===== src/verilog/adr_params.svh =====
// Offsets, field positions, reset values and sample phases of the receiver
`ifndef ADR_PARAMS_SVH
`define ADR_PARAMS_SVH

// Register byte addresses
`define ADR_OFF_CTRL 32'h0000_0000
`define ADR_OFF_STAT 32'h0000_0004
`define ADR_OFF_DATA 32'h0000_0008

// Control register fields
`define ADR_CTL_LEN 0
`define ADR_CTL_WAKE 1
`define ADR_CTL_QSTART 2
`define ADR_CTL_FULLIE 3
`define ADR_CTL_QIE 4
`define ADR_CTL_STBY 5
`define ADR_CTL_SRST 7
`define ADR_CTRL_RST 8'h00

// Status register fields
`define ADR_ST_FULL 0
`define ADR_ST_QUIET 1
`define ADR_ST_NOISE 2
`define ADR_ST_FRAME 3
`define ADR_ST_STBY 4

// Oversample phases, zero based: phase n of 16 is held as n-1
`define ADR_PH3 4'h2
`define ADR_PH5 4'h4
`define ADR_PH7 4'h6
`define ADR_PH8 4'h7
`define ADR_PH9 4'h8
`define ADR_PH10 4'h9
`define ADR_PH16 4'hF

// Index of last data bit and quiet-line bit counts per character length
`define ADR_LAST8 4'h7
`define ADR_LAST9 4'h8
`define ADR_QUIET8 4'hA
`define ADR_QUIET9 4'hB

// Bus responses
`define ADR_RESP_OKAY 2'b00
`define ADR_RESP_SLVERR 2'b10

`endif


===== src/verilog/adr_pkg.sv =====
// Types shared by the receiver files
package adr_pkg;
    // Receiver sequencing states
    typedef enum logic [1:0]
    {
        ADR_SEARCH = 2'b00,
        ADR_START = 2'b01,
        ADR_DATA = 2'b10,
        ADR_STOP = 2'b11
    } adr_state_t;
endpackage : adr_pkg


===== src/verilog/adr_vote3.sv =====
// Three-sample majority vote with disagreement detect
`timescale 1ns/1ps
module adr_vote3
(
    input wire logic [2:0] samples,
    output logic majority,
    output logic disagree
);
    // Two or more ones win the vote
    assign majority = (samples[2] & samples[1]) | (samples[2] & samples[0]) | (samples[1] & samples[0]);
    // Any mix of values counts as noise
    assign disagree = (samples != 3'b000) && (samples != 3'b111);
endmodule : adr_vote3


===== src/verilog/adr_receiver.sv =====
// Oversampling serial receiver with data recovery, standby wakeup and AXI4-Lite registers
//
// Function
// - Sample line on sixteen-times oversample tick
// - Resync phase after start and confirmed fall
// - Start edge is zero after three ones
// - Verify start at phases 3,5,7
// - Failed verification restarts start bit search
// - Data bit majority of phases 8-10
// - Late start ones only raise noise
// - Stop majority zero flags framing fault
// - Framing fault rises with receive full
// - Standby suppresses all receiver interrupt requests
// - Address mark clears standby, sets full
// - Waking quiet character sets no flags
// - Select where quiet bit counting starts
// - Standby on idle line may wake at once
// - Full flag on transfer, interrupt when enabled
// - Quiet flag after ten or eleven ones
// - Wake select one means address mark
// - Quiet start select one means after stop
// - Length select one means nine data bits
`timescale 1ns/1ps
`include "adr_params.svh"
module adr_receiver
(
    input wire logic clk,
    input wire logic sys_rst,
    input wire logic clk_en,
    input wire logic oversample_tick,
    input wire logic rx_pin,
    input wire logic [31:0] s_axi_awaddr,
    input wire logic s_axi_awvalid,
    output logic s_axi_awready,
    input wire logic [31:0] s_axi_wdata,
    input wire logic [3:0] s_axi_wstrb,
    input wire logic s_axi_wvalid,
    output logic s_axi_wready,
    output logic [1:0] s_axi_bresp,
    output logic s_axi_bvalid,
    input wire logic s_axi_bready,
    input wire logic [31:0] s_axi_araddr,
    input wire logic s_axi_arvalid,
    output logic s_axi_arready,
    output logic [31:0] s_axi_rdata,
    output logic [1:0] s_axi_rresp,
    output logic s_axi_rvalid,
    input wire logic s_axi_rready,
    output logic rx_full_irq,
    output logic quiet_irq
);
    // Line synchroniser, second stage is the only reader of the first
    logic rx_meta_reg, rx_sync_reg;
    // Sequencer state
    adr_pkg::adr_state_t state_reg, state_next;
    logic [3:0] phase_reg, phase_next;
    logic [2:0] hist_reg;       // Last three line samples
    logic [1:0] vs_reg;         // Start verify samples at phases 3 and 5
    logic [1:0] ds_reg;         // Bit samples at phases 8 and 9
    logic [3:0] bitcnt_reg;
    logic [8:0] shift_reg;
    logic char_noise_reg;       // Noise seen in the start or data bits of the current character
    logic watch_reg;            // Previous data bit voted one
    logic edge_seen_reg;
    logic [3:0] edge_age_reg;
    logic [3:0] idle_cnt_reg, idle_cnt_next;
    logic idle_armed_reg;
    // Software-visible state
    logic [7:0] ctrl_reg;
    logic standby_request_bit_reg;
    logic rx_full_flag_reg, quiet_flag_reg, noise_flag_reg, framing_fault_flag_reg;
    logic [8:0] rx_data_buffer_reg;
    // Bus slave state
    logic aw_held_reg, w_held_reg;
    logic [31:0] waddr_reg, wdata_reg;
    logic [3:0] wstrb_reg;
    logic awready_reg, wready_reg, bvalid_reg, arready_reg, rvalid_reg;
    logic [1:0] bresp_reg, rresp_reg;
    logic [31:0] rdata_reg;
    logic full_irq_reg, quiet_irq_reg;

    // Control fields
    wire char_len_sel = ctrl_reg[`ADR_CTL_LEN];
    wire wake_sel = ctrl_reg[`ADR_CTL_WAKE];
    wire quiet_count_start_select = ctrl_reg[`ADR_CTL_QSTART];
    wire rx_full_irq_enable = ctrl_reg[`ADR_CTL_FULLIE];
    wire quiet_irq_enable = ctrl_reg[`ADR_CTL_QIE];

    // The sequencer and its sample registers advance only on the tick, and the tick is gated by the clock enable
    wire tick = oversample_tick & clk_en;
    wire sample = rx_sync_reg;
    wire in_search = (state_reg == adr_pkg::ADR_SEARCH);
    wire in_start = (state_reg == adr_pkg::ADR_START);
    wire in_data = (state_reg == adr_pkg::ADR_DATA);
    wire in_stop = (state_reg == adr_pkg::ADR_STOP);

    // Votes: start verify uses phases 3,5,7, bit recovery uses phases 8,9,10
    logic start_maj, start_dis, bit_maj, bit_dis;
    adr_vote3 u_start_vote
    (
        .samples({vs_reg, sample}),
        .majority(start_maj),
        .disagree(start_dis)
    );
    adr_vote3 u_bit_vote
    (
        .samples({ds_reg, sample}),
        .majority(bit_maj),
        .disagree(bit_dis)
    );

    // Sequencing events
    wire start_edge = in_search & tick & ~sample & (hist_reg == 3'b111);
    wire verify_pt = in_start & tick & (phase_reg == `ADR_PH7);
    wire start_fail = verify_pt & start_maj;
    wire vote_pt = tick & ~in_search & (phase_reg == `ADR_PH10);
    wire bit_end = tick & (phase_reg == `ADR_PH16);
    wire [3:0] last_bit = char_len_sel ? `ADR_LAST9 : `ADR_LAST8;
    wire char_done = vote_pt & in_stop;
    wire fall_edge = tick & watch_reg & hist_reg[0] & ~sample;
    // Resync only when the falling edge is confirmed by a zero vote
    wire resync = vote_pt & in_data & edge_seen_reg & ~bit_maj & (edge_age_reg != 4'hF);

    // Quiet-line bit counting
    wire srch_bit = in_search & tick & sample & (phase_reg == `ADR_PH16);
    wire bit1_evt = vote_pt & (in_data | in_stop) & bit_maj;
    wire bit0_evt = vote_pt & (in_data | in_stop) & ~bit_maj;
    // Select one restarts the count at the stop bit, so character ones never count
    wire idle_clr = (in_search & tick & ~sample) | bit0_evt | (char_done & quiet_count_start_select);
    wire idle_inc = srch_bit | (bit1_evt & ~quiet_count_start_select);
    wire [3:0] idle_thr = char_len_sel ? `ADR_QUIET9 : `ADR_QUIET8;
    wire idle_at = (idle_cnt_reg == idle_thr);
    wire idle_hit = idle_inc & ~idle_clr & (idle_cnt_reg == idle_thr - 4'h1);
    assign idle_cnt_next = idle_clr ? 4'h0 : ((idle_inc & ~idle_at) ? idle_cnt_reg + 4'h1 : idle_cnt_reg);

    // Wakeup: a standing idle count wakes at once, as the line may already be quiet
    wire idle_wake = standby_request_bit_reg & ~wake_sel & (idle_hit | idle_at) & clk_en;
    wire addr_wake = char_done & standby_request_bit_reg & wake_sel & shift_reg[8];
    wire deliver = char_done & (~standby_request_bit_reg | addr_wake);
    wire quiet_set = idle_hit & idle_armed_reg & ~standby_request_bit_reg;
    wire [8:0] char_data = char_len_sel ? shift_reg : {1'b0, shift_reg[8:1]};
    wire noise_now = (verify_pt & ~start_maj & start_dis) | (vote_pt & in_start & (bit_maj | bit_dis))
                   | (vote_pt & in_data & bit_dis);

    // Bus decode
    wire wr_do = clk_en & aw_held_reg & w_held_reg & ~bvalid_reg;
    wire w_ctrl = (waddr_reg == `ADR_OFF_CTRL);
    wire w_stat = (waddr_reg == `ADR_OFF_STAT);
    wire w_hit = w_ctrl | w_stat | (waddr_reg == `ADR_OFF_DATA);
    wire wr_ctrl = wr_do & w_ctrl & wstrb_reg[0];
    wire [3:0] flag_clr = (wr_do & w_stat & wstrb_reg[0]) ? wdata_reg[3:0] : 4'h0;
    wire srst = wr_ctrl & wdata_reg[`ADR_CTL_SRST];
    wire aw_take = s_axi_awvalid & awready_reg;
    wire w_take = s_axi_wvalid & wready_reg;
    wire rd_take = s_axi_arvalid & arready_reg;
    wire aw_held_next = (aw_held_reg | aw_take) & ~wr_do;
    wire w_held_next = (w_held_reg | w_take) & ~wr_do;
    wire bvalid_next = wr_do | (bvalid_reg & ~s_axi_bready);
    wire rvalid_next = rd_take | (rvalid_reg & ~s_axi_rready);
    wire [4:0] stat_word = {standby_request_bit_reg, framing_fault_flag_reg, noise_flag_reg,
                            quiet_flag_reg, rx_full_flag_reg};
    wire r_ctrl = (s_axi_araddr == `ADR_OFF_CTRL);
    wire r_stat = (s_axi_araddr == `ADR_OFF_STAT);
    wire r_data = (s_axi_araddr == `ADR_OFF_DATA);
    // Standby reads back from its own register so a wakeup shows at once
    wire [31:0] rd_word = r_ctrl ? {24'h00_0000, 1'b0, ctrl_reg[6], standby_request_bit_reg, ctrl_reg[4:0]} :
                          r_stat ? {27'h000_0000, stat_word} :
                          r_data ? {23'h00_0000, rx_data_buffer_reg} : 32'h0000_0000;

    // Next state of the sequencer
    always_comb
    begin
        state_next = state_reg;
        unique case (state_reg)
            adr_pkg::ADR_SEARCH:
            begin
                // Wait for a zero after three ones
                if (start_edge)
                    state_next = adr_pkg::ADR_START;
            end
            adr_pkg::ADR_START:
            begin
                // A failed check drops back to search
                if (start_fail)
                    state_next = adr_pkg::ADR_SEARCH;
                else if (bit_end)
                    state_next = adr_pkg::ADR_DATA;
            end
            adr_pkg::ADR_DATA:
            begin
                if (bit_end && (bitcnt_reg == last_bit))
                    state_next = adr_pkg::ADR_STOP;
            end
            adr_pkg::ADR_STOP:
            begin
                // Stop is judged at phase 10; searching early tolerates fast senders
                if (char_done)
                    state_next = adr_pkg::ADR_SEARCH;
            end
        endcase
    end

    // Phase counter: in search it times quiet bits, restarting on any zero
    // Restarting at the stop vote keeps the stop bit's tail from counting as a quiet bit
    assign phase_next = !tick ? phase_reg :
                        (in_search ? (sample ? phase_reg + 4'h1 : 4'h0) :
                        ((start_fail | char_done) ? 4'h0 :
                        (resync ? edge_age_reg + 4'h1 : phase_reg + 4'h1)));

    // Line synchroniser
    always_ff @(posedge clk or posedge sys_rst)
    begin
        if (sys_rst)
        begin
            rx_meta_reg <= 1'b1;
            rx_sync_reg <= 1'b1;
        end
        else if (clk_en)
        begin
            rx_meta_reg <= rx_pin;
            rx_sync_reg <= rx_meta_reg;
        end
    end

    // Sequencer and sampling registers
    always_ff @(posedge clk or posedge sys_rst)
    begin
        if (sys_rst)
        begin
            state_reg <= adr_pkg::ADR_SEARCH;
            phase_reg <= 4'h0;
            hist_reg <= 3'b000;
            vs_reg <= 2'b00;
            ds_reg <= 2'b00;
            bitcnt_reg <= 4'h0;
            shift_reg <= 9'h000;
            char_noise_reg <= 1'b0;
        end
        else if (srst)
        begin
            // Soft reset returns to search
            state_reg <= adr_pkg::ADR_SEARCH;
            phase_reg <= 4'h0;
            hist_reg <= 3'b000;
        end
        else if (clk_en)
        begin
            state_reg <= state_next;
            phase_reg <= phase_next;
            if (tick)
                hist_reg <= {hist_reg[1:0], sample};
            if (tick && in_start && (phase_reg == `ADR_PH3 || phase_reg == `ADR_PH5))
                vs_reg <= {vs_reg[0], sample};
            if (tick && !in_search && (phase_reg == `ADR_PH8 || phase_reg == `ADR_PH9))
                ds_reg <= {ds_reg[0], sample};
            if (bit_end && in_start)
                bitcnt_reg <= 4'h0;
            else if (bit_end && in_data)
                bitcnt_reg <= bitcnt_reg + 4'h1;
            if (vote_pt && in_data)
                shift_reg <= {bit_maj, shift_reg[8:1]};
            char_noise_reg <= start_edge ? 1'b0 : (char_noise_reg | noise_now);
        end
    end

    // Falling-edge tracker used for in-character resync
    always_ff @(posedge clk or posedge sys_rst)
    begin
        if (sys_rst)
        begin
            watch_reg <= 1'b0;
            edge_seen_reg <= 1'b0;
            edge_age_reg <= 4'h0;
        end
        else if (clk_en)
        begin
            if (vote_pt || start_edge)
                watch_reg <= vote_pt & in_data & bit_maj;
            if (vote_pt || start_edge)
                edge_seen_reg <= 1'b0;
            else if (fall_edge)
                edge_seen_reg <= 1'b1;
            // Age saturates so a stale edge never resyncs
            if (fall_edge)
                edge_age_reg <= 4'h0;
            else if (tick && edge_age_reg != 4'hF)
                edge_age_reg <= edge_age_reg + 4'h1;
        end
    end

    // Quiet counting, status flags, standby and data buffer
    always_ff @(posedge clk or posedge sys_rst)
    begin
        if (sys_rst)
        begin
            idle_cnt_reg <= 4'h0;
            idle_armed_reg <= 1'b0;
            ctrl_reg <= `ADR_CTRL_RST;
            standby_request_bit_reg <= 1'b0;
            rx_full_flag_reg <= 1'b0;
            quiet_flag_reg <= 1'b0;
            noise_flag_reg <= 1'b0;
            framing_fault_flag_reg <= 1'b0;
            rx_data_buffer_reg <= 9'h000;
        end
        else if (clk_en)
        begin
            idle_cnt_reg <= srst ? 4'h0 : idle_cnt_next;
            // Armed by real traffic so a quiet line flags once per gap
            idle_armed_reg <= ~srst & (start_edge | (idle_armed_reg & ~idle_hit & ~idle_wake));
            if (wr_ctrl)
                ctrl_reg <= {1'b0, s_axi_wdata_ctl(wdata_reg)};
            // A software write of the standby bit wins over a same-cycle wakeup
            if (srst)
                standby_request_bit_reg <= 1'b0;
            else if (wr_ctrl)
                standby_request_bit_reg <= wdata_reg[`ADR_CTL_STBY];
            else if (addr_wake || idle_wake)
                standby_request_bit_reg <= 1'b0;
            // Flags: hardware set beats a same-cycle write-one clear
            rx_full_flag_reg <= ~srst & ((rx_full_flag_reg & ~flag_clr[`ADR_ST_FULL]) | deliver);
            quiet_flag_reg <= ~srst & ((quiet_flag_reg & ~flag_clr[`ADR_ST_QUIET]) | quiet_set);
            noise_flag_reg <= ~srst & ((noise_flag_reg & ~flag_clr[`ADR_ST_NOISE])
                              | (deliver & (char_noise_reg | bit_dis)));
            framing_fault_flag_reg <= ~srst & ((framing_fault_flag_reg & ~flag_clr[`ADR_ST_FRAME])
                                      | (deliver & ~bit_maj));
            if (deliver)
                rx_data_buffer_reg <= char_data;
        end
    end

    // Control image without the self-clearing soft reset bit; standby lives in its own register
    function automatic logic [6:0] s_axi_wdata_ctl(input logic [31:0] word);
        s_axi_wdata_ctl = {word[6], 1'b0, word[4:0]};
    endfunction : s_axi_wdata_ctl

    // Interrupt requests, silenced in standby
    always_ff @(posedge clk or posedge sys_rst)
    begin
        if (sys_rst)
        begin
            full_irq_reg <= 1'b0;
            quiet_irq_reg <= 1'b0;
        end
        else if (clk_en)
        begin
            full_irq_reg <= rx_full_flag_reg & rx_full_irq_enable & ~standby_request_bit_reg;
            quiet_irq_reg <= quiet_flag_reg & quiet_irq_enable & ~standby_request_bit_reg;
        end
    end

    // AXI4-Lite slave: address and data taken in either order, one write and one read at a time
    always_ff @(posedge clk or posedge sys_rst)
    begin
        if (sys_rst)
        begin
            aw_held_reg <= 1'b0;
            w_held_reg <= 1'b0;
            waddr_reg <= 32'h0000_0000;
            wdata_reg <= 32'h0000_0000;
            wstrb_reg <= 4'h0;
            awready_reg <= 1'b0;
            wready_reg <= 1'b0;
            bvalid_reg <= 1'b0;
            bresp_reg <= `ADR_RESP_OKAY;
            arready_reg <= 1'b0;
            rvalid_reg <= 1'b0;
            rresp_reg <= `ADR_RESP_OKAY;
            rdata_reg <= 32'h0000_0000;
        end
        else if (clk_en)
        begin
            aw_held_reg <= aw_held_next;
            w_held_reg <= w_held_next;
            if (aw_take)
                waddr_reg <= s_axi_awaddr;
            if (w_take)
            begin
                wdata_reg <= s_axi_wdata;
                wstrb_reg <= s_axi_wstrb;
            end
            awready_reg <= ~aw_held_next & ~bvalid_next;
            wready_reg <= ~w_held_next & ~bvalid_next;
            bvalid_reg <= bvalid_next;
            if (wr_do)
                bresp_reg <= w_hit ? `ADR_RESP_OKAY : `ADR_RESP_SLVERR;
            arready_reg <= ~rvalid_next;
            rvalid_reg <= rvalid_next;
            if (rd_take)
            begin
                rdata_reg <= rd_word;
                rresp_reg <= (r_ctrl | r_stat | r_data) ? `ADR_RESP_OKAY : `ADR_RESP_SLVERR;
            end
        end
    end

    assign s_axi_awready = awready_reg;
    assign s_axi_wready = wready_reg;
    assign s_axi_bvalid = bvalid_reg;
    assign s_axi_bresp = bresp_reg;
    assign s_axi_arready = arready_reg;
    assign s_axi_rvalid = rvalid_reg;
    assign s_axi_rresp = rresp_reg;
    assign s_axi_rdata = rdata_reg;
    assign rx_full_irq = full_irq_reg;
    assign quiet_irq = quiet_irq_reg;
endmodule : adr_receiver


===== config.mk =====
export PLATFORM = sky130hd
export DESIGN_NAME = adr_receiver
export DESIGN_NICKNAME = d
export VERILOG_FILES = /design/src/verilog/adr_pkg.sv /design/src/verilog/adr_vote3.sv /design/src/verilog/adr_receiver.sv
export VERILOG_INCLUDE_DIRS = /design/src /design/src/verilog
export SDC_FILE = /design/constraint.sdc
export NUM_CORES = 1
export LEC_CHECK = 0
export ABC_CLOCK_PERIOD_IN_PS = 10500
export BUFFER_PORTS_ARGS = -buffer_cell sky130_fd_sc_hd__clkbuf_2
export CELL_PAD_IN_SITES_DETAIL_PLACEMENT = 1
export CELL_PAD_IN_SITES_GLOBAL_PLACEMENT = 1
export CORE_ASPECT_RATIO = 0.5
export CORE_MARGIN = 2
export CORE_UTILIZATION = 45
export CTS_CLUSTER_DIAMETER = 60
export CTS_CLUSTER_SIZE = 8
export DETAILED_ROUTE_END_ITERATION = 12
export HOLD_SLACK_MARGIN = 0.1
export PLACE_DENSITY = 0.93
export SLEW_MARGIN = 20
export SYNTH_ARGS = -nofsm -noshare
export SYNTH_HDL_FRONTEND = slang
export SYNTH_SLANG_ARGS = --single-unit

===== constraint.sdc =====
create_clock -name clk -period 10.5 [get_ports clk]
set_input_delay 0.525 -clock clk [delete_from_list [all_inputs] [get_ports clk]]
set_output_delay 0.525 -clock clk [all_outputs]
set_load 0.05 [all_outputs]

==> metrics <==
Clk Latency, worst-skew pair=0.43 ns; clock sinks=121; core area=0.01344 mm2; Synth async-reset ratio=100.0%; status=completed; final slew viol count=0; register area share after synthesis=49.38%; vias in the first global route=5423; Setup TNS Final=0 ns; Gate Count Post-Synth=564; post_cts resized=0; Syn-to-layout area delta=18.43%; max reg flops=32; final number of hold-violating endpoints=0; synthesized area per cell=10.88 um2; First DRT Iteration DRCs=318; WHS=0.2479 ns; Post-DP HPWL=11680 um; Port Buffer Count=100; Max Clk Rate=0.3500 GHz; Post-CTS Hold Buffers=0; total grt overflow=0; critical path data arrival time=3.16 ns; Clock Skew=0.01516 ns; commonest non-fill, non-tap cell in the layout=dfrtp_1; relative max-transition margin=37.39%; HP Class=input pin to async pin; synth unique cells=69; CTS Buf Count=17; end-of-flow core utilization=54.09%; root buffer selected by CTS=clkbuf_16; Post-Syn Area=0.006137 mm2; Yosys reg bits=121; Die Width=169.2 um; wire length per cell=23.14 um; Die Height=86.58 um; Worst-Margin Slew=0.9363 ns; vias per cell=5.973; Antenna Cells=0; CTS tree=done; layout cell share with drive strength beyond 1=32.24%; final period utilization=27.21%; overall routing resource usage=27.84%; Critical Path Sink Type=register; die area=0.01464 mm2; Power, Total=1.590 mW; worst setup path class=register to register; DRT Wirelength=19650 um; Worst Setup Start Kind=register; DR DRC count=0; # nets final=777; Final Setup Violations=0; worst vdd ir=0.1482 mV; CP Max Fanout=19; Max-Cap Viols=0; global-route wire length before repair=30570 um; EDFF count, synth=0; Data required, critical path=10.80 ns; min cycle time layout=2.857 ns; vias=5071; Post-CTS Setup Bufs=0; RSZ-0062 raised after global routing=false; IO Pins=153; Synthesis Warnings=0; Worst-path clk slew=0.07 ns; Post-DRT Antenna Nets=0; initial antenna violation count=1; drt pass-1 iters=5; pwr/cell area=218.8 mW/mm2; commonest cells after routing, fill and taps aside=dfrtp_1 (119), clkbuf_2 (100), mux2_2 (65), nand2_1 (44), o21ai_0 (34); H-tree depth=4; Top FF cell, synth=dfrtp_1; initial core utilization=45.67%; largest net degree at the start of global routing=62; GPL Wtd Cong=0.8274; row cnt=30; clk buf depth=2; static leakage=3.321 nW
-- report_power, final --
part           total [mW]  switching (mW)  internal [mW]
clock               0.608           0.247          0.361
combinational       0.306           0.175          0.131
sequential          0.676           0.102          0.574
-- cell usage after synthesis, drive strengths merged (8+ instances only) --
cell type    n  area, um2
nor2        21      78.83
nor3        13      81.33
or4          8      67.56
mux2        65      732.0
dfrtp      119       2978
o21ai       34      170.2
clkbuf      14      53.80
nor4        17      121.4
nand3       22      110.1
mux2i       15      150.1
buf         35      247.7
a21oi       15      75.07
inv         22      82.58
nand2       44      165.2
-- per-layer routing --
metal	track usage (%)	routed length, um	vias up
met5	0	0	-
li1	-	-	2204
met4	12.28	614	0
met3	6.438	1110	48
met2	48.13	9887	227
met1	33.91	8036	2592
-- critical path, stage by stage (launching register included) --
cell	delay (ns)
dfrtp_1	0.38
nor4_1	0.43
nand4_1	0.42
nor3_4	0.83
or4_1	0.31
mux2_2	0.36
-- stage by stage --
| stage | cell area (um2) | setup slack (ns) | instances |
|---|---|---|---|
| floorplan | 6227 | 6.764 | 588 |
| CTS | 7268 | 7.731 | 849 |
| global route | 7268 | 7.523 | 849 |
| finish | 7268 | 7.643 | 849 |
| global placement | 6664 | 7.503 | 817 |
| detailed placement | 6664 | 7.400 | 817 |
-- logic make-up after synthesis --
logic type      after synthesis  share of synthesized area, %
simple gates                171                         15.58
flops                       121                         49.38
compound gates              103                         11.44
mux                          80                         14.37
buf+inv                      71                         6.259
fa+ha+maj                     9                         1.774
xor+xnor                      8                         1.142
other cells                   1                       0.06110
-- path summary, 6_finish.rpt --
check	slack, ns	endpoint	start	cells past startpoint
worst max-delay path	7.64	ds_reg[0]$_DFFE_PP0P_	waddr_reg[6]$_DFFE_PP0P_	5
worst min register to register	0.51	rx_data_buffer_reg[4]$_DFFE_PP0P_	rx_data_buffer_reg[4]$_DFFE_PP0P_	2
max in group asynchronous	8.97	s_axi_wready$_DFFE_PP0P_	sys_rst	3
worst min-delay path	0.25	w_held_reg$_DFFE_PP0P_	sys_rst	2
min in group clk	0.33	waddr_reg[29]$_DFFE_PP0P_	s_axi_awaddr[29]	2
worst max register to register	7.64	ds_reg[0]$_DFFE_PP0P_	waddr_reg[6]$_DFFE_PP0P_	5
-- layout make-up --
type / instances / area, um2
clock inverters: 14 / 165.2
clock buffers: 18 / 439.2
multi-input cells: 396 / 2813
flip-flops and latches: 121 / 3030
well taps: 176 / 220.2
repair buffers: 102 / 515.5
fillers: 1477 / 6170
inverters: 22 / 85.08
Power figures use the tool's default switching activity.
